File: src/dam_pkg.sv
package dam_pkg;

	// register byte offsets
	localparam logic [7:0]  DAM_OFF_INIT_CMD = 8'h7C;
	localparam logic [7:0]  DAM_OFF_MAP      = 8'h80;
	localparam logic [7:0]  DAM_OFF_CFG      = 8'h90;
	localparam logic [7:0]  DAM_OFF_STAT     = 8'h94;

	// init command register fields
	localparam int          DAM_ISSUE_BIT    = 26;
	localparam int          DAM_TCS_LSB      = 20;
	localparam int          DAM_TCS_W        = 3;
	localparam int          DAM_MBANK_LSB    = 16;
	localparam int          DAM_MBANK_W      = 3;
	localparam int          DAM_MADDR_LSB    = 0;
	localparam int          DAM_MADDR_W      = 16;

	// map register fields
	localparam int          DAM_CODE_W       = 4;
	localparam int          DAM_NUM_DIMM     = 4;
	localparam int          DAM_MAP_W        = 16;

	// config register bits
	localparam int          DAM_CFG_INIT_BIT = 0;
	localparam int          DAM_CFG_DDR3_BIT = 1;
	localparam int          DAM_CFG_RDIM_BIT = 2;
	localparam int          DAM_CFG_GANG_BIT = 3;

	// status register bits
	localparam int          DAM_STAT_BUSY    = 0;
	localparam int          DAM_STAT_RSVD    = 1;

	// reset values
	localparam logic [15:0] DAM_MAP_RST      = 16'h0000;
	localparam logic [15:0] DAM_MADDR_RST    = 16'h0000;
	localparam logic [2:0]  DAM_FLD3_RST     = 3'h0;

	// translation widths
	localparam int          DAM_PA_W         = 40;
	localparam int          DAM_ROW_W        = 16;
	localparam int          DAM_COL_W        = 16;
	localparam int          DAM_BANK_W       = 3;
	localparam int          DAM_AP_POS       = 10;
	localparam logic [3:0]  DAM_CODE_LAST    = 4'hB;
	localparam logic [7:0]  DAM_CS_ALL       = 8'hFF;

	typedef enum logic [1:0] {
		DAM_IDLE = 2'b00,
		DAM_BUSY = 2'b01
	} dam_mode_st_t;

endpackage : dam_pkg

File: src/dam_xlat_if.sv
`timescale 1ns/1ns
interface dam_xlat_if;
	import dam_pkg::*;
	logic                  req_valid;
	logic [DAM_PA_W-1:0]   req_addr;
	logic [DAM_CODE_W-1:0] req_code;
	logic                  req_ap;
	logic                  req_gang;
	logic                  rsp_valid;
	logic [DAM_BANK_W-1:0] rsp_bank;
	logic [DAM_ROW_W-1:0]  rsp_row;
	logic [DAM_COL_W-1:0]  rsp_col;
	logic                  rsp_chan;
	logic                  rsp_rsvd;

	modport requester (
		output req_valid, req_addr, req_code, req_ap, req_gang,
		input  rsp_valid, rsp_bank, rsp_row, rsp_col, rsp_chan,
		input  rsp_rsvd
	);
	modport mapper (
		input  req_valid, req_addr, req_code, req_ap, req_gang,
		output rsp_valid, rsp_bank, rsp_row, rsp_col, rsp_chan,
		output rsp_rsvd
	);
endinterface : dam_xlat_if

File: src/dam_mapper.sv
`timescale 1ns/1ns
module dam_mapper
	import dam_pkg::*;
(
	// clock and reset
	input  wire logic  i_core_clk,
	input  wire logic  i_reset,
	// translation port
	dam_xlat_if.mapper xif
);

	typedef struct packed {
		logic                  valid;
		logic [DAM_BANK_W-1:0] bank;
		logic [DAM_ROW_W-1:0]  row;
		logic [DAM_COL_W-1:0]  col;
		logic                  chan;
		logic                  rsvd;
	} dam_map_st_t;

	dam_map_st_t st_ff;
	dam_map_st_t nxt;
	logic [DAM_PA_W-1:0] a;

	always_comb begin
		nxt = '0;
		// ganged: bit 3 picks the channel, table bits move up one
		a = xif.req_gang ? (xif.req_addr >> 1) : xif.req_addr;
		nxt.valid = xif.req_valid;
		nxt.chan = xif.req_gang & xif.req_addr[3];
		nxt.col[9:0] = a[12:3];
		unique case (xif.req_code)
			4'h0: begin
				nxt.bank = {1'b0, a[13:12]};
				nxt.row[12:0] = {a[17:14], a[26:18]};
				nxt.col[9:0] = {1'b0, a[11:3]};
			end
			4'h1: begin
				nxt.bank = {1'b0, a[14:13]};
				nxt.row[12:0] = {a[17:15], a[27:18]};
			end
			4'h2: begin
				nxt.bank = {1'b0, a[14:13]};
				nxt.row[13:0] = {a[17:15], a[28:18]};
			end
			4'h3: begin
				nxt.bank = {1'b0, a[15:14]};
				nxt.row[12:0] = {a[17:16], a[28:18]};
				nxt.col[11] = a[13];
			end
			4'h4: begin
				nxt.bank = a[15:13];
				nxt.row[12:0] = {a[17:16], a[28:18]};
			end
			4'h5: begin
				nxt.bank = a[15:13];
				nxt.row[13:0] = {a[17:16], a[29:18]};
			end
			4'h6: begin
				nxt.bank = {1'b0, a[15:14]};
				nxt.row[13:0] = {a[17:16], a[29:18]};
				nxt.col[11] = a[13];
			end
			4'h7: begin
				nxt.bank = a[15:13];
				nxt.row[14:0] = {a[17:16], a[30:18]};
			end
			4'h8: begin
				nxt.bank = a[16:14];
				nxt.row[13:0] = {a[17], a[30:18]};
				nxt.col[11] = a[13];
			end
			4'h9: begin
				nxt.bank = a[16:14];
				nxt.row[14:0] = {a[17], a[31:18]};
				nxt.col[11] = a[13];
			end
			4'hA: begin
				nxt.bank = a[15:13];
				nxt.row[15:0] = {a[17:16], a[31:18]};
			end
			4'hB: begin
				nxt.bank = a[16:14];
				nxt.row[15:0] = {a[17], a[32:18]};
				nxt.col[11] = a[13];
			end
			default: begin
				nxt.col = '0;
				nxt.rsvd = 1'b1;
			end
		endcase
		nxt.col[DAM_AP_POS] = xif.req_ap & ~nxt.rsvd;
	end

	always_ff @(posedge i_core_clk) begin
		if (i_reset) begin
			st_ff <= '0;
		end else begin
			st_ff <= nxt;
		end
	end

	assign xif.rsp_valid = st_ff.valid;
	assign xif.rsp_bank  = st_ff.bank;
	assign xif.rsp_row   = st_ff.row;
	assign xif.rsp_col   = st_ff.col;
	assign xif.rsp_chan  = st_ff.chan;
	assign xif.rsp_rsvd  = st_ff.rsvd;
endmodule : dam_mapper

File: src/dam_top.sv
`timescale 1ns/1ns
module dam_top
	import dam_pkg::*;
(
	// clock and reset
	input  wire logic                  i_core_clk,
	input  wire logic                  i_reset,
	// apb slave
	input  wire logic                  i_psel,
	input  wire logic                  i_penable,
	input  wire logic                  i_pwrite,
	input  wire logic [7:0]            i_paddr,
	input  wire logic [31:0]           i_pwdata,
	output logic      [31:0]           o_prdata,
	output logic                       o_pready,
	output logic                       o_pslverr,
	// mode register command to the sequencer
	output logic                       o_mode_cmd_valid,
	output logic      [7:0]            o_mode_cmd_cs,
	output logic      [DAM_MBANK_W-1:0] o_mode_cmd_bank,
	output logic      [DAM_MADDR_W-1:0] o_mode_cmd_addr,
	input  wire logic                  i_mode_cmd_done,
	// address translation request
	input  wire logic                  i_xlat_valid,
	input  wire logic [1:0]            i_xlat_dimm,
	input  wire logic [DAM_PA_W-1:0]   i_xlat_addr,
	input  wire logic                  i_xlat_ap,
	// address translation result
	output logic                       o_xlat_valid,
	output logic      [DAM_BANK_W-1:0] o_xlat_bank,
	output logic      [DAM_ROW_W-1:0]  o_xlat_row,
	output logic      [DAM_COL_W-1:0]  o_xlat_col,
	output logic                       o_xlat_channel,
	output logic                       o_xlat_reserved
);

	typedef struct packed {
		logic                   pready;
		logic                   pslverr;
		logic [31:0]            prdata;
		logic [DAM_MAP_W-1:0]   map;
		logic                   issue;
		logic [DAM_TCS_W-1:0]   tcs;
		logic [DAM_MBANK_W-1:0] mbank;
		logic [DAM_MADDR_W-1:0] maddr;
		logic                   init_en;
		logic                   ddr3;
		logic                   rdimm;
		logic                   gang;
		dam_mode_st_t           st;
		logic                   cmd_valid;
		logic [7:0]             cmd_cs;
		logic [DAM_MBANK_W-1:0] cmd_bank;
		logic [DAM_MADDR_W-1:0] cmd_addr;
	} dam_top_st_t;

	dam_top_st_t st_ff;
	dam_top_st_t nxt;
	logic        acc;
	logic        wr;
	logic        setup;

	dam_xlat_if xif ();

	function automatic logic [7:0] cs_onehot(input logic [2:0] s);
		cs_onehot = 8'h01 << s;
	endfunction : cs_onehot

	function automatic logic reg_known(input logic [7:0] a);
		reg_known = (a == DAM_OFF_INIT_CMD) || (a == DAM_OFF_MAP) ||
			(a == DAM_OFF_CFG) || (a == DAM_OFF_STAT);
	endfunction : reg_known

	// chip select mask for a mode register command
	function automatic logic [7:0] cmd_mask(input dam_top_st_t s);
		if (s.ddr3 && s.rdimm) begin
			// registered DDR3 parts honour the field only in software init
			cmd_mask = s.init_en ? cs_onehot(s.tcs) : DAM_CS_ALL;
		end else begin
			cmd_mask = s.init_en ? DAM_CS_ALL : cs_onehot(s.tcs);
		end
	endfunction : cmd_mask

	// translation goes straight to the mapper, one cycle of latency
	assign xif.req_valid = i_xlat_valid;
	assign xif.req_addr  = i_xlat_addr;
	assign xif.req_code  = st_ff.map[i_xlat_dimm*DAM_CODE_W +: DAM_CODE_W];
	assign xif.req_ap    = i_xlat_ap;
	assign xif.req_gang  = st_ff.gang;

	dam_mapper u_mapper (
		.i_core_clk (i_core_clk),
		.i_reset    (i_reset),
		.xif        (xif.mapper)
	);

	always_comb begin
		nxt = st_ff;
		setup = i_psel & ~i_penable;
		acc = i_psel & i_penable & st_ff.pready;
		wr = acc & i_pwrite & ~st_ff.pslverr;
		nxt.pready = setup;
		nxt.cmd_valid = 1'b0;

		// read data and error are captured in the setup cycle
		if (setup) begin
			nxt.pslverr = ~reg_known(i_paddr);
			nxt.prdata = '0;
			if (i_paddr == DAM_OFF_INIT_CMD) begin
				nxt.prdata[DAM_ISSUE_BIT] = st_ff.issue;
				nxt.prdata[DAM_TCS_LSB +: DAM_TCS_W] = st_ff.tcs;
				nxt.prdata[DAM_MBANK_LSB +: DAM_MBANK_W] = st_ff.mbank;
				nxt.prdata[DAM_MADDR_LSB +: DAM_MADDR_W] = st_ff.maddr;
			end
			if (i_paddr == DAM_OFF_MAP) begin
				nxt.prdata[DAM_MAP_W-1:0] = st_ff.map;
			end
			if (i_paddr == DAM_OFF_CFG) begin
				nxt.prdata[DAM_CFG_INIT_BIT] = st_ff.init_en;
				nxt.prdata[DAM_CFG_DDR3_BIT] = st_ff.ddr3;
				nxt.prdata[DAM_CFG_RDIM_BIT] = st_ff.rdimm;
				nxt.prdata[DAM_CFG_GANG_BIT] = st_ff.gang;
			end
			if (i_paddr == DAM_OFF_STAT) begin
				nxt.prdata[DAM_STAT_BUSY] = (st_ff.st == DAM_BUSY);
				nxt.prdata[DAM_STAT_RSVD] = xif.rsp_rsvd;
			end
		end else if (acc) begin
			nxt.pslverr = 1'b0;
		end

		// mode command sequencing
		unique case (st_ff.st)
			DAM_IDLE: begin
				if (st_ff.issue) begin
					nxt.st = DAM_BUSY;
					nxt.cmd_valid = 1'b1;
					nxt.cmd_cs = cmd_mask(st_ff);
					nxt.cmd_bank = st_ff.mbank;
					nxt.cmd_addr = st_ff.maddr;
				end
			end
			DAM_BUSY: begin
				if (i_mode_cmd_done) begin
					nxt.st = DAM_IDLE;
					nxt.issue = 1'b0;
				end
			end
			default: begin
				nxt.st = DAM_IDLE;
			end
		endcase

		// register writes come last so a new issue beats the clear
		if (wr && i_paddr == DAM_OFF_INIT_CMD) begin
			nxt.tcs = i_pwdata[DAM_TCS_LSB +: DAM_TCS_W];
			nxt.mbank = i_pwdata[DAM_MBANK_LSB +: DAM_MBANK_W];
			nxt.maddr = i_pwdata[DAM_MADDR_LSB +: DAM_MADDR_W];
			if (i_pwdata[DAM_ISSUE_BIT]) begin
				nxt.issue = 1'b1;
			end
		end
		if (wr && i_paddr == DAM_OFF_MAP) begin
			nxt.map = i_pwdata[DAM_MAP_W-1:0];
		end
		if (wr && i_paddr == DAM_OFF_CFG) begin
			nxt.init_en = i_pwdata[DAM_CFG_INIT_BIT];
			nxt.ddr3 = i_pwdata[DAM_CFG_DDR3_BIT];
			nxt.rdimm = i_pwdata[DAM_CFG_RDIM_BIT];
			nxt.gang = i_pwdata[DAM_CFG_GANG_BIT];
		end
	end

	always_ff @(posedge i_core_clk) begin
		if (i_reset) begin
			st_ff <= '0;
			st_ff.map <= DAM_MAP_RST;
			st_ff.tcs <= DAM_FLD3_RST;
			st_ff.mbank <= DAM_FLD3_RST;
			st_ff.maddr <= DAM_MADDR_RST;
			st_ff.st <= DAM_IDLE;
		end else begin
			st_ff <= nxt;
		end
	end

	assign o_prdata         = st_ff.prdata;
	assign o_pready         = st_ff.pready;
	assign o_pslverr        = st_ff.pslverr;
	assign o_mode_cmd_valid = st_ff.cmd_valid;
	assign o_mode_cmd_cs    = st_ff.cmd_cs;
	assign o_mode_cmd_bank  = st_ff.cmd_bank;
	assign o_mode_cmd_addr  = st_ff.cmd_addr;
	assign o_xlat_valid     = xif.rsp_valid;
	assign o_xlat_bank      = xif.rsp_bank;
	assign o_xlat_row       = xif.rsp_row;
	assign o_xlat_col       = xif.rsp_col;
	assign o_xlat_channel   = xif.rsp_chan;
	assign o_xlat_reserved  = xif.rsp_rsvd;

	logic launch;
	assign launch = st_ff.st == DAM_IDLE && st_ff.issue;
endmodule : dam_top

File: config.mk
export PLATFORM = sky130hd
export DESIGN_NAME = dam_top
export DESIGN_NICKNAME = d
export VERILOG_FILES = /design/src/dam_pkg.sv /design/src/dam_xlat_if.sv /design/src/dam_mapper.sv /design/src/dam_top.sv
export SDC_FILE = /design/constraint.sdc
export NUM_CORES = 1
export LEC_CHECK = 0
export BUFFER_PORTS_ARGS = -buffer_cell sky130_fd_sc_hd__buf_2
export CAP_MARGIN = 15
export CORE_ASPECT_RATIO = 1.2
export CORE_MARGIN = 5
export CORE_UTILIZATION = 43
export DETAILED_ROUTE_END_ITERATION = 10
export PLACE_DENSITY_LB_ADDON = 0.1
export SYNTH_ARGS = -nofsm -noshare
export SYNTH_HDL_FRONTEND = slang
export SYNTH_HIERARCHICAL = 1
export SYNTH_SLANG_ARGS = --single-unit
File: constraint.sdc
create_clock -name i_core_clk -period 2.25 [get_ports i_core_clk]
set_clock_uncertainty 0.15 [all_clocks]
set_input_delay 0.1125 -clock i_core_clk [delete_from_list [all_inputs] [get_ports i_core_clk]]
set_output_delay 0.1125 -clock i_core_clk [all_outputs]
set_load 0.02 [all_outputs]
After elaboration in Yosys (flattened, before gate mapping)
Cells that the tools add are included.
- output and inout bits: 100
- memories kept: 0
- input port bits: 90
- bits in writable memories: 0
- latch bits: 0
- ROM bits: 0
- flip-flop bits (word level): 136
- shift operators: 2
- divide/modulo/power cells: 0
- eq/ne operators: 18
- $add $sub $neg: 0
- multipliers: 0
- bitwise operators: 13
- muxes and demuxes: 25
- magnitude comparators: 0
- reductions and logical operators: 29
- operator list (cell ; count):
    13-bit case mux with 6 select lines ; 1
    33-bit two-way mux ; 1
    30-bit two-way mux ; 1
    8-bit equality test, second input constant ; 3
    8-bit two-way mux ; 3
    23-bit two-way mux ; 1
    10-bit case mux with 2 select lines ; 1
    19-bit two-way mux ; 1
    2-bit OR reduction ; 9
    4-bit by 3-bit equality test with 1-bit output, second input constant ; 4
    4-bit equality test, second input constant ; 4
    16-bit two-way mux ; 1
    16-bit by 5-bit indexed part select with 4-bit output ; 1
    3-bit case mux with 5 select lines ; 1
    12-bit OR reduction ; 1
    11-bit OR reduction ; 1
    5-bit OR reduction ; 2
    4-bit by 2-bit equality test with 1-bit output, second input constant ; 2
    8-bit by 7-bit equality test with 1-bit output, second input constant ; 1
    4-bit OR reduction ; 2
    1-bit by 3-bit << shifter with 8-bit output, first input constant ; 1
    1-bit AND ; 7
    1-bit two-way mux ; 7
    1-bit inverter ; 6
    other kinds (15) ; 25

Longest topological paths before layout
Gate-level depths: netlist of the first run.
- depth after elaboration: 6
- mapped depth: 8

Hierarchy
Netlist of the first run, hierarchy kept.
- modules (own cells, without submodules) (module ; instances ; area each (sq um) ; cells an instance):
    dam_top ; 1 ; 4307.9 ; 474
    dam_mapper ; 1 ; 1677.9 ; 180

Worst setup path after synthesis of the first run
No wires, ideal clock.
- path type: register to register
- start: register st_ff[72] (netlist name)
- end: register u_mapper.st_ff (netlist bit u_mapper/xif.rsp_bank[1])
- setup time: 0.115 ns
- cell stages (with the launch flop): 7
- arrival time: 1.876 ns
- setup slack: 0.109 ns
- path buffers: 0
- path through: dfxtp_1 > mux4_2 > ha_1 > or4b_1 > o211ai_2 > o22ai_1 > o21a_1
- word-level cells in the longest chain between the ends: 4
- RTL lines (element ; line ; RTL):
    start, declared ; dam_top.sv:57 ; dam_top_st_t st_ff;
    start signal, assigned ; dam_top.sv:183 ; st_ff <= nxt;
    16-bit by 5-bit indexed part select with 4-bit output * ; dam_top.sv:87 ; assign xif.req_code = st_ff.map[i_xlat_dimm*DAM_CODE_W +: DAM_CODE_W];
    net xif.req_code[3] ; dam_xlat_if.sv:6 ; logic [DAM_CODE_W-1:0] req_code;
    4-bit by 3-bit equality test with 1-bit output, or another cell as far along ; dam_mapper.sv:32 ; unique case (xif.req_code)
    4-bit OR reduction (no line), or another cell as far along ; n/a ;
    3-bit case mux with 5 select lines * ; dam_mapper.sv:32 ;
    end signal, assigned ; dam_mapper.sv:99 ; st_ff <= nxt;
    end, declared ; dam_mapper.sv:21 ; dam_map_st_t st_ff;
The timed path passes the listed nets; every way through them passes the cells marked *.
A chain may end at the register's enable or synchronous reset.

Final worst setup path of the first run
Ends and elaborated chain as after synthesis.

==> metrics.md, run 1 <==
| Metric | Value |
|---|---|
| Run status | `finished, final reports clean` |
| Final design area excluding fillers | `7840 um2` |
| Number of buffer and inverter instances along the worst setup path | `0` |
| Tightest Hold Check Type | `in2reg` |
| Part of the total power dissipated in sequential elements | `0.415` |
| Hpwl dp | `11300 um` |
| Peak supply drop | `0.000386 V` |
| Area leader, netlist | `sky130_fd_sc_hd__dfxtp_1` |
| Global placer's final weighted congestion | `0.824` |
| Startpoint of the worst-slack reg-to-reg timing path | `st_ff[72]` |
| Leakage power | `3.21 nW` |
| P_sw | `1.30 mW` |
| Max Cap Violations | `0` |
| Routed wire length | `16000 um` |
| DRC violation count after routing | `0` |
| Clock tree root driver cell | `sky130_fd_sc_hd__clkbuf_16` |
| Post-synth ARST share | `0` |
| Deepest level of the CTS H-tree | `4` |
| Delay of the slowest critical-path stage | `0.53 ns` |
| Clock Tree Buf Depth | `2` |
| Maximum number of pins on one net before global-route repair | `49` |
| Tightest Pin Transition | `0.726 ns` |
| Number of antenna-violating nets in the routed design | `0` |
| Clock transition at the register clock pins on the worst setup and hold paths after CTS | `0.06 ns` |
| Area growth from synthesis to layout | `30.9%` |
| Avg Synthesized Cell Area | `9.15 um2` |
| Critical-path cell list | `mux4_2 > ha_2 > or4b_1 > o211ai_2 > o22ai_1 > o21a_1` |
| Full die area | `16400 um2` |
| Cell internal power dissipation | `4.44 mW` |
| Final-report setup violation count | `0` |
| Critical Path RT | `2.40 ns` |
| Ports | `190` |
| Max-slew violation count | `0` |
| Met2 wirelength from detailed routing | `7890 um` |
| Final net count | `918` |
| Initial Utilization | `0.435` |
| Via count normalized by instance count | `5.08` |
| Endpoint kind of the worst setup timing path | `register` |
| Share of Yosys cell area claimed by the top area cell type | `0.438` |
| Number of search-and-repair iterations in the first detailed-routing pass | `5` |
| FMAX | `0.456 GHz` |
| Minimum period implied by the final worst setup slack | `2.19 ns` |
| Combinational cell fraction of total power | `0.078` |
| Total GRT Usage | `0.191` |
| R2R depth | `6` |
| Vias post-DR | `5111` |
| FF-to-FF End | `u_mapper/xif.rsp_bank[1]` |
| Count of flip-flops with a built-in enable after synthesis | `0` |
| Number of placement rows | `47` |
| Fraction of the yosys area taken by sequential cells | `0.438` |
| Area of the core region | `13800 um2` |
| Number of distinct library cells after synthesis | `59` |
| Cell Area, Synth | `5990 um2` |
| Layout cell share with drive strength beyond 1 | `0.281` |
| YS warnings | `6` |
| Final hold violation count | `0` |
| Routed length per placed instance | `15.9 um` |
| Fraction of the cycle the final worst path needs | `0.974` |
| Cell family with most CP delay | `multiplexers` |
| Startpoint type of the worst setup path | `register` |
| Worst Min Path Start | `i_xlat_addr[15]` |
| Top area cells in the synthesized netlist | `sky130_fd_sc_hd__dfxtp_1 (44%), sky130_fd_sc_hd__mux2i_1 (12%), sky130_fd_sc_hd__buf_4 (8.5%)` |
| Total chip power | `5.73 mW` |
| Cell area reported after detailed placement | `6530 um2` |
| Clock net sink count | `131` |
| IO Port Bufs | `158` |
| Hold Path End | `u_mapper/xif.rsp_bank[1]` |
| Top layer used by detailed routing | `met4` |
| Die Span Y | `139 um` |
| Worst-skew pair later-pin latency | `0.41 ns` |
| Setup slack of the worst register-to-register path | `0.06 ns` |
| Critical Path Slowest Stage Cell | `sky130_fd_sc_hd__mux4_2` |
| Critical path class | `reg2reg` |
| Detailed-routed wire length on met3 | `930 um` |
| Num CTS Buffers | `17` |
| Antenna cells | `0` |
| Switch share | `0.226` |
| Main synth FF type | `sky130_fd_sc_hd__dfxtp_1` |
| Total congestion overflow after global routing | `0` |
| Horizontal die dimension | `118 um` |
| Met1 routed wirelength after detailed routing | `7000 um` |
| Gate count of the mapped netlist | `654` |
| Clock tree from TritonCTS | `yes` |
| Flop and latch count out of synthesis | `131` |
| Worst hold path stage count | `4` |
| DRC marker count from the first detailed-route iteration | `215` |
| Clk network pwr share | `0.507` |
| Initial antenna violation count | `0` |
| Max_slew headroom | `0.516` |
| Wire length of the first global-routing pass | `25800 um` |
| Arrival time of the worst setup path | `2.35 ns` |
| Maximum fanout along the worst path | `4` |
| Number of global-route vias before repair | `4974` |
| Power per Cell Area | `732 nW/um2` |
==> worst max path at each step <==
stage,startpoint,cells past startpoint,endpoint,slack (ns)
after floorplan,st_ff[72],6,u_mapper/xif.rsp_bank[1],0.11
after global routing,st_ff[72],6,u_mapper/xif.rsp_bank[1],-0.002
final,st_ff[72],6,u_mapper/xif.rsp_bank[1],0.06
after global placement,st_ff[68],6,u_mapper/xif.rsp_bank[1],0.07
after CTS,st_ff[72],6,u_mapper/xif.rsp_bank[1],0.03
after detailed placement,st_ff[72],6,u_mapper/xif.rsp_bank[1],0.05
==> through the flow <==
step | setup TNS (ns) | utilization | hold WS [ns] | worst slack (ns) | std cells
final | 0 | 0.569 | 0.0270 | 0.0577 | 1007
after CTS | 0 | 0.567 | 0.00307 | 0.0348 | 1005
after global placement | 0 | 0.474 | 0.165 | 0.0655 | 909
after floorplan | 0 | - | 0.0842 | 0.109 | 665
after global routing | -0.00246 | 0.569 | 0.0450 | -0.00246 | 1007
after detailed placement | 0 | 0.474 | 0.178 | 0.0491 | 909
==> layer usage <==
| layer | global-route usage | up-vias |
|---|---|---|
| met3 | 0.0552 | 17 |
| met2 | 0.319 | 154 |
| li1 | - | 2520 |
| met4 | 0.0531 | 0 |
| met5 | 0 | - |
| met1 | 0.240 | 2420 |
==> timing repair <==
item                                   CTS  global route
hold buffers                            64             0
resized for setup                        0             2
endpoints found under the hold margin   78             0
setup buffers                            0             1
setup endpoints to repair                0            11
==> area by class of cell <==
type / instances / area (um2)
clock buffer: 22 / 484
clock inverter: 10 / 145
fill: 1278 / 5920
inverter: 7 / 26.3
multi-input combinational: 421 / 2690
sequential: 131 / 2620
tap: 171 / 214
timing repair buffer: 245 / 1650
==> power groups by stage <==
stage                     clock, mW  combinational [mW]  sequential [mW]
after floorplan                   0               0.206             2.46
after global placement            0               0.360             2.43
after detailed placement          0               0.364             2.43
after CTS                      2.97               0.449             2.38
after global routing           3.08               0.489             2.38
final                          2.91               0.450             2.38
==> cells by family (layout without fill, tap and decap cells) <==
| family | count (synthesis) | count (layout) | synth area share |
|---|---|---|---|
| AOI/OAI and AO/OA | 98 | 98 | 0.107 |
| xor gates and xnor gates | 2 | 2 | 0.00293 |
| adders and majority gates | 5 | 5 | 0.0105 |
| buffers and inverters | 113 | 284 | 0.122 |
| DFF | 131 | 131 | 0.438 |
| muxes | 81 | 81 | 0.145 |
| other | 2 | 13 | 0.00125 |
| and+or+nand+nor | 222 | 222 | 0.173 |
==> tightest hold or removal path: cells and delay by family <==
family	cells	cell delay, ns
multiplexers	1	0.13
buffers and inverters	1	0.08
AO/OA/AOI/OAI	1	0.10
AND/OR/NAND/NOR	1	0.13
==> cells in the mapped netlist (3+ instances only) <==
| library cell | instances |
|---|---|
| sky130_fd_sc_hd__nand2_1 | 60 |
| sky130_fd_sc_hd__nand3_1 | 9 |
| sky130_fd_sc_hd__buf_2 | 6 |
| sky130_fd_sc_hd__inv_1 | 7 |
| sky130_fd_sc_hd__buf_6 | 5 |
| sky130_fd_sc_hd__nor3_1 | 17 |
| sky130_fd_sc_hd__a221oi_1 | 12 |
| sky130_fd_sc_hd__or3_1 | 6 |
| sky130_fd_sc_hd__dfxtp_1 | 131 |
| sky130_fd_sc_hd__clkbuf_1 | 22 |
| sky130_fd_sc_hd__ha_1 | 5 |
| sky130_fd_sc_hd__mux2i_1 | 73 |
| sky130_fd_sc_hd__a211oi_1 | 9 |
| sky130_fd_sc_hd__o21a_1 | 3 |
| sky130_fd_sc_hd__nand3b_1 | 5 |
| sky130_fd_sc_hd__o21ai_0 | 10 |
| sky130_fd_sc_hd__a31oi_1 | 4 |
| sky130_fd_sc_hd__a21oi_1 | 38 |
| sky130_fd_sc_hd__mux4_2 | 4 |
| sky130_fd_sc_hd__o22ai_1 | 3 |
| sky130_fd_sc_hd__buf_4 | 68 |
| sky130_fd_sc_hd__buf_1 | 3 |
| sky130_fd_sc_hd__nor2b_1 | 6 |
| sky130_fd_sc_hd__nand2b_1 | 4 |
| sky130_fd_sc_hd__nor2_1 | 97 |
| sky130_fd_sc_hd__a2bb2oi_1 | 3 |
| sky130_fd_sc_hd__mux2_2 | 4 |
==> state kept, by name, summed over array words and instances (netlist names) <==
register                flops
o_mode_cmd_addr            16
o_mode_cmd_bank             3
o_mode_cmd_cs               8
o_mode_cmd_valid            1
o_prdata                   23
o_pready                    1
o_pslverr                   1
st_ff                      43
u_mapper/xif.rsp_bank       3
u_mapper/xif.rsp_chan       1
u_mapper/xif.rsp_col       12
u_mapper/xif.rsp_row       16
u_mapper/xif.rsp_rsvd       1
u_mapper/xif.rsp_valid      1
xif.req_gang                1
==> layout by cell type (no fill, tap or decap), types with 5 or more instances in the layout <==
master                          synthesis  routed
sky130_fd_sc_hd__a21oi_1               38      38
sky130_fd_sc_hd__or3_1                  6       6
sky130_fd_sc_hd__a221oi_1              12      12
sky130_fd_sc_hd__nand3b_1               5       5
sky130_fd_sc_hd__nand3_1                9       9
sky130_fd_sc_hd__buf_4                 68      21
sky130_fd_sc_hd__conb_1                 2      13
sky130_fd_sc_hd__clkbuf_16              0      18
sky130_fd_sc_hd__a211oi_1               9       9
sky130_fd_sc_hd__inv_1                  7       7
sky130_fd_sc_hd__o21ai_0               10      10
sky130_fd_sc_hd__nand2_1               60      60
sky130_fd_sc_hd__nor2_1                97      97
sky130_fd_sc_hd__nor3_1                17      17
sky130_fd_sc_hd__dfxtp_1              131     130
sky130_fd_sc_hd__mux2i_1               73      73
sky130_fd_sc_hd__dlygate4sd3_1          0      64
sky130_fd_sc_hd__buf_2                  6     157
Power figures use the tool's default switching activity.
==> run 2, diff against run 1 <==
--- a/config.mk
+++ b/config.mk
@@ -7,10 +7,11 @@
 export LEC_CHECK = 0
 export BUFFER_PORTS_ARGS = -buffer_cell sky130_fd_sc_hd__buf_2
 export CAP_MARGIN = 15
-export CORE_ASPECT_RATIO = 1.2
+export CORE_ASPECT_RATIO = 1.75
 export CORE_MARGIN = 5
 export CORE_UTILIZATION = 43
 export DETAILED_ROUTE_END_ITERATION = 10
+export MAX_ROUTING_LAYER = met4
 export PLACE_DENSITY_LB_ADDON = 0.1
 export SYNTH_ARGS = -nofsm -noshare
 export SYNTH_HDL_FRONTEND = slang
==> metrics.md, run 2 (synthesized netlist as in run 1, its figures left out) <==
| Metric | Value |
|---|---|
| Count of fill cells added during filler insertion | `1259` |
| Vias post-DR | `5212` |
| Number of antenna-violating nets in the routed design | `0` |
| Number of placement rows | `57` |
| Delay of the slowest critical-path stage | `0.56 ns` |
| Endpoint kind of the worst setup timing path | `register` |
| Flip-flop count of the largest register, all copies and words added | `43` |
| Area growth from synthesis to layout | `33.4%` |
| Busiest layer in global routing | `met2` |
| Tightest Hold Check Type | `in2reg` |
| Unrepaired setup endpoints after global routing | `yes` |
| Hpwl dp | `12400 um` |
| Peak supply drop | `0.000549 V` |
| Die Span Y | `166 um` |
| Routed length per placed instance | `17.0 um` |
| Number of search-and-repair iterations in the first detailed-routing pass | `4` |
| Met3 Track Usage GR | `0.0378` |
| Number of buffer and inverter instances along the worst setup path | `0` |
| Max_slew headroom | `0.616` |
| Layout cell share with drive strength beyond 1 | `0.305` |
| Maximum number of pins on one net before global-route repair | `43` |
| Critical Path Slowest Stage Cell | `sky130_fd_sc_hd__mux4_2` |
| Critical-path cell list | `mux4_2 > ha_4 > or4b_4 > o211ai_2 > o22ai_1 > o21a_1` |
| Worst-skew pair later-pin latency | `0.41 ns` |
| Most common library cell in the layout ignoring fill and taps | `sky130_fd_sc_hd__buf_2` |
| Sum Neg Setup Slack | `0 ns` |
| Maximum fanout along the worst path | `4` |
| Clock Tree Buf Depth | `2` |
| Total chip power | `5.52 mW` |
| Horizontal die dimension | `99.2 um` |
| Max-slew violation count | `0` |
| Global placer's final weighted congestion | `0.953` |
| Clock tree root driver cell | `sky130_fd_sc_hd__clkbuf_16` |
| Initial antenna violation count | `0` |
| Critical Path RT | `2.40 ns` |
| Via count normalized by instance count | `5.08` |
| Final net count | `932` |
| Tightest Pin Transition | `0.574 ns` |
| DRC violation count after routing | `0` |
| Final-report setup violation count | `0` |
| Leakage power | `3.27 nW` |
| Num CTS Buffers | `17` |
| Routed wire length | `17500 um` |
| Area of the core region | `13800 um2` |
| FMAX | `0.446 GHz` |
| Minimum period implied by the final worst setup slack | `2.24 ns` |
| Critical path class | `reg2reg` |
| Total GRT Usage | `0.211` |
| Fraction of the cycle the final worst path needs | `0.997` |
| Ports | `190` |
| GRT met1 Usage | `0.206` |
| Clock tree from TritonCTS | `yes` |
| IO Port Bufs | `158` |
| Leading cell types in the layout, fill and taps excluded | `sky130_fd_sc_hd__buf_2 (157), sky130_fd_sc_hd__dfxtp_1 (126), sky130_fd_sc_hd__nor2_1 (96), sky130_fd_sc_hd__mux2i_1 (72), sky130_fd_sc_hd__dlygate4sd3_1 (66)` |
| Power per Cell Area | `691 nW/um2` |
| Final hold violation count | `0` |
| Run status | `finished, final reports clean` |
| Antenna cells | `0` |
| Wire length of the first global-routing pass | `26800 um` |
| Total congestion overflow after global routing | `0` |
| Arrival time of the worst setup path | `2.39 ns` |
| Full die area | `16500 um2` |
| Cell family with most CP delay | `multiplexers` |
| DRC marker count from the first detailed-route iteration | `206` |
| Clock transition at the register clock pins on the worst setup and hold paths after CTS | `0.06 ns` |
| Grt met2 use | `0.400` |
| Startpoint type of the worst setup path | `register` |
| Max Cap Violations | `0` |
| Number of global-route vias before repair | `5392` |
| Deepest level of the CTS H-tree | `4` |
| Initial Utilization | `0.435` |
| Most flop-heavy register | `st_ff` |
| Clock net sink count | `131` |
[run 2: worst paths after layout]
path	start	depth (start not counted)	slack, ns	endpoint
worst min-delay path	i_paddr[2]	3	0.02	o_prdata[2]
worst min register to register	o_prdata[21]	2	0.30	o_prdata[21]
worst max register to register	st_ff[72]	6	0.008	u_mapper/xif.rsp_bank[1]
worst max-delay path	st_ff[72]	6	0.008	u_mapper/xif.rsp_bank[1]
[run 2: repair_timing]
item / CTS / global route
resized for setup: 0 / 23
endpoints found under the setup margin: 0 / 19
endpoints found under the hold margin: 75 / 0
hold buffers: 66 / 0
buffers inserted: 0 / 9
[run 2: area by class of cell]
class | count | area [um2] | area share
Multi-Input combinational cell | 421 | 2750 | 0.344
Sequential cell | 131 | 2630 | 0.330
Timing Repair Buffer | 259 | 1780 | 0.223
Clock buffer | 20 | 447 | 0.0559
Tap cell | 177 | 221 | 0.0277
Clock inverter | 11 | 129 | 0.0161
Inverter | 7 | 28.8 | 0.00360
[run 2: power by group]
| part | switching (mW) | internal (mW) |
|---|---|---|
| logic | 0.248 | 0.205 |
| clock network | 1.02 | 1.66 |
| registers | 0.0179 | 2.36 |
[run 2: worst reg2reg max path, cell delays in order (launching register included)]
cell	delay (ns)
sky130_fd_sc_hd__dfxtp_2	0.34
sky130_fd_sc_hd__mux4_2	0.56
sky130_fd_sc_hd__ha_4	0.20
sky130_fd_sc_hd__or4b_4	0.48
sky130_fd_sc_hd__o211ai_2	0.10
sky130_fd_sc_hd__o22ai_1	0.11
sky130_fd_sc_hd__o21a_1	0.20
[run 2: per-stage QoR]
step	hold WS (ns)	cells	util	worst slack, ns	area, um2
6_report	0.0176	1026	0.580	0.00784	7990
5_1_grt	0.0484	1026	0.580	-0.0641	7990
4_1_cts	0.0105	1016	0.568	0.00531	7810
3_5_place_dp	0.165	919	0.478	0.0181	6580
3_3_place_gp	0.165	919	0.478	0.0407	6580
2_1_floorplan	0.0842	665	-	0.109	6030
[run 2: routing by layer]
layer / vias up / share of wire
li1: 2543 / -
met1: 2491 / 0.36
met5: - / 0
met2: 150 / 0.57
met4: 0 / 0.021
met3: 28 / 0.048
==> run 3, diff against run 2 <==
--- a/config.mk
+++ b/config.mk
@@ -5,8 +5,8 @@
 export SDC_FILE = /design/constraint.sdc
 export NUM_CORES = 1
 export LEC_CHECK = 0
+export ABC_AREA = 1
 export BUFFER_PORTS_ARGS = -buffer_cell sky130_fd_sc_hd__buf_2
-export CAP_MARGIN = 15
 export CORE_ASPECT_RATIO = 1.75
 export CORE_MARGIN = 5
 export CORE_UTILIZATION = 43
@@ -17,3 +17,4 @@
 export SYNTH_HDL_FRONTEND = slang
 export SYNTH_HIERARCHICAL = 1
 export SYNTH_SLANG_ARGS = --single-unit
+export TNS_END_PERCENT = 5
==> metrics.md, run 3 <==
| Metric | Value |
|---|---|
| Clock tree root driver cell | `sky130_fd_sc_hd__clkbuf_16` |
| Peak supply drop | `0.000520 V` |
| Deepest level of the CTS H-tree | `4` |
| Total chip power | `5.99 mW` |
| Flip-flop count of the largest register, all copies and words added | `43` |
| Minimum period implied by the final worst setup slack | `2.07 ns` |
| Most flop-heavy register | `st_ff` |
| DRC violation count after routing | `0` |
| Critical Path RT | `2.46 ns` |
| Flop and latch count out of synthesis | `131` |
| Pre-CTS WS | `0.0421 ns` |
| Delay of the slowest critical-path stage | `0.56 ns` |
| Number of placement rows | `58` |
| Top cells by count, synth | `sky130_fd_sc_hd__nor2_1 (188), sky130_fd_sc_hd__dfxtp_1 (131), sky130_fd_sc_hd__nand2_1 (115), sky130_fd_sc_hd__o21ai_0 (97), sky130_fd_sc_hd__inv_1 (73)` |
| IO Port Bufs | `158` |
| Via count normalized by instance count | `4.87` |
| Fraction of the yosys area taken by sequential cells | `0.420` |
| Maximum fanout along the worst path | `18` |
| Clock net sink count | `131` |
| Number of search-and-repair iterations in the first detailed-routing pass | `5` |
| Clock transition at the register clock pins on the worst setup and hold paths after CTS | `0.06 ns` |
| Vias post-DR | `5963` |
| Cell Area, Synth | `6240 um2` |
| Layout cell share with drive strength beyond 1 | `0.227` |
| Number of buffer and inverter instances along the worst setup path | `2` |
| Full die area | `17100 um2` |
| Unrepaired setup endpoints after global routing | `yes` |
| Total GRT Usage | `0.221` |
| Most common library cell in the layout ignoring fill and taps | `sky130_fd_sc_hd__nor2_1` |
| Endpoint kind of the worst setup timing path | `register` |
| Initial Utilization | `0.437` |
| Wire length of the first global-routing pass | `29000 um` |
| Arrival time of the worst setup path | `2.28 ns` |
| Hold Worst Slack | `0.0285 ns` |
| Global placer's final weighted congestion | `0.893` |
| Num CTS Buffers | `17` |
| Sum Neg Setup Slack | `0 ns` |
| Gate count of the mapped netlist | `866` |
| Critical path class | `reg2reg` |
| Number of global-route vias before repair | `6023` |
| Top area cells in the synthesized netlist | `sky130_fd_sc_hd__dfxtp_1 (42%), sky130_fd_sc_hd__nor2_1 (11%), sky130_fd_sc_hd__buf_4 (7.9%)` |
| Horizontal die dimension | `101 um` |
| Share of Yosys cell area claimed by the top area cell type | `0.420` |
| Routed length per placed instance | `14.9 um` |
| Critical-path cell list | `nor2_1 > nand4_4 > nor2_8 > buf_4 > nand2_1 > a21oi_1 > dlygate4sd3_1` |
| Total congestion overflow after global routing | `0` |
| Count of flip-flops with a built-in enable after synthesis | `0` |
| Number of post-CTS setup repair buffers | `0` |
| YS warnings | `6` |
| Leakage power | `4.02 nW` |
| Most used standard cell by instance count after synthesis | `sky130_fd_sc_hd__nor2_1` |
| Leading cell types in the layout, fill and taps excluded | `sky130_fd_sc_hd__nor2_1 (188), sky130_fd_sc_hd__buf_2 (158), sky130_fd_sc_hd__dfxtp_1 (131), sky130_fd_sc_hd__nand2_1 (115), sky130_fd_sc_hd__o21ai_0 (97)` |
| Maximum number of pins on one net before global-route repair | `50` |
| Tightest Hold Check Type | `in2reg` |
| Worst path setup slack after routing | `0.178 ns` |
| Max_slew headroom | `0.619` |
| Area growth from synthesis to layout | `27.9%` |
| Number of distinct library cells after synthesis | `35` |
| Main synth FF type | `sky130_fd_sc_hd__dfxtp_1` |
| Area of the core region | `14300 um2` |
| Ports | `190` |
| FMAX | `0.483 GHz` |
| Cell family with most CP delay | `buffers and inverters` |
| Hpwl dp | `13200 um` |
| Startpoint type of the worst setup path | `register` |
| Final hold violation count | `0` |
| Clock tree from TritonCTS | `yes` |
| Avg Synthesized Cell Area | `7.21 um2` |
| Post-synth ARST share | `0` |
| Max Cap Violations | `0` |
| Max-slew violation count | `0` |
| Run status | `finished, final reports clean` |
| Setup slack of the worst register-to-register path | `0.18 ns` |
| Worst-skew pair later-pin latency | `0.42 ns` |
| Antenna cells | `0` |
| Final net count | `1127` |
| DRC marker count from the first detailed-route iteration | `291` |
| Routed wire length | `18200 um` |
| Power per Cell Area | `750 nW/um2` |
| Count of fill cells added during filler insertion | `1432` |
| Area leader, netlist | `sky130_fd_sc_hd__dfxtp_1` |
| Final-report setup violation count | `0` |
| Die Span Y | `169 um` |
| Clock Tree Buf Depth | `2` |
| Share of the core filled with cells in the final layout | `0.558` |
| Critical Path Slowest Stage Cell | `sky130_fd_sc_hd__dlygate4sd3_1` |
| Number of antenna-violating nets in the routed design | `0` |
| Initial antenna violation count | `0` |
| Fraction of the cycle the final worst path needs | `0.921` |
| Tightest Pin Transition | `0.566 ns` |
-- run 3: cell types whose count changed in the layout (fill, tap and decap cells not counted), moves of 6 or more --
cell	previous run	this run
sky130_fd_sc_hd__a221oi_1	12	0
sky130_fd_sc_hd__a31oi_1	4	10
sky130_fd_sc_hd__buf_4	30	13
sky130_fd_sc_hd__inv_1	5	73
sky130_fd_sc_hd__inv_2	1	7
sky130_fd_sc_hd__mux2i_1	72	0
sky130_fd_sc_hd__nand2_1	60	115
sky130_fd_sc_hd__nand3_1	9	50
sky130_fd_sc_hd__nor2_1	96	188
sky130_fd_sc_hd__nor2_2	1	7
sky130_fd_sc_hd__nor3_1	17	0
sky130_fd_sc_hd__o21ai_0	10	97
sky130_fd_sc_hd__or3_1	6	0
-- run 3: repair_timing --
item | CTS | global route
hold endpoints to repair | 75 | 0
setup endpoints to repair | 0 | 11
gates resized for setup | 0 | 2
hold buffers | 64 | 0
-- run 3: tightest hold or removal path: stages --
cell and delay (ns):
sky130_fd_sc_hd__buf_2 0.12, sky130_fd_sc_hd__o211ai_1 0.09, sky130_fd_sc_hd__nand3_1 0.07, sky130_fd_sc_hd__nand2_1 0.05, sky130_fd_sc_hd__a21oi_1 0.11
-- run 3: report_power, final --
| part | total (mW) | switching (mW) | internal [mW] |
|---|---|---|---|
| Combinational | 0.683 | 0.410 | 0.273 |
| Sequential | 2.41 | 0.0216 | 2.39 |
| Clock | 2.90 | 1.05 | 1.85 |
-- run 3: path summary, 6_finish.rpt --
path	start	to	cells past startpoint
worst max-delay path	o_pslverr	st_ff[56]	7
worst min-delay path	i_paddr[2]	o_prdata[1]	5
worst max register to register	o_pslverr	st_ff[56]	7
worst min register to register	o_prdata[1]	o_prdata[1]	2
-- run 3: kinds of logic (layout without fill, tap and decap cells) --
group,Yosys count,after routing,synth area share
and+or+nand+nor,375,375,0.257
buffers and inverters,183,350,0.163
AOI/OAI and AO/OA,169,169,0.146
DFF,131,131,0.420
adders and majority gates,5,5,0.0100
other,2,13,0.00120
xor gates and xnor gates,1,1,0.00140
-- run 3: routing by layer --
metal	routed length, um	vias to the layer above	GRT usage
met5	0	-	-
met4	763	0	0.113
met3	894	40	0.0378
met2	9850	174	0.408
met1	6730	2728	0.216
li1	-	3021	-
-- run 3: through the flow --
| step | std cells | area [um2] |
|---|---|---|
| after global routing | 1224 | 7980 |
| after detailed placement | 1129 | 6720 |
| after CTS | 1224 | 7970 |
| after floorplan | 877 | 6290 |
| final | 1224 | 7980 |
| after global placement | 1129 | 6720 |
-- run 3: layout make-up --
class	count	area [um2]	area share
well taps	180	225	0.0282
clock buffers	18	429	0.0538
multi-input cells	563	2660	0.333
inverters	83	317	0.0396
flip-flops and latches	131	2620	0.328
clock inverters	13	184	0.0230
repair buffers	236	1550	0.194
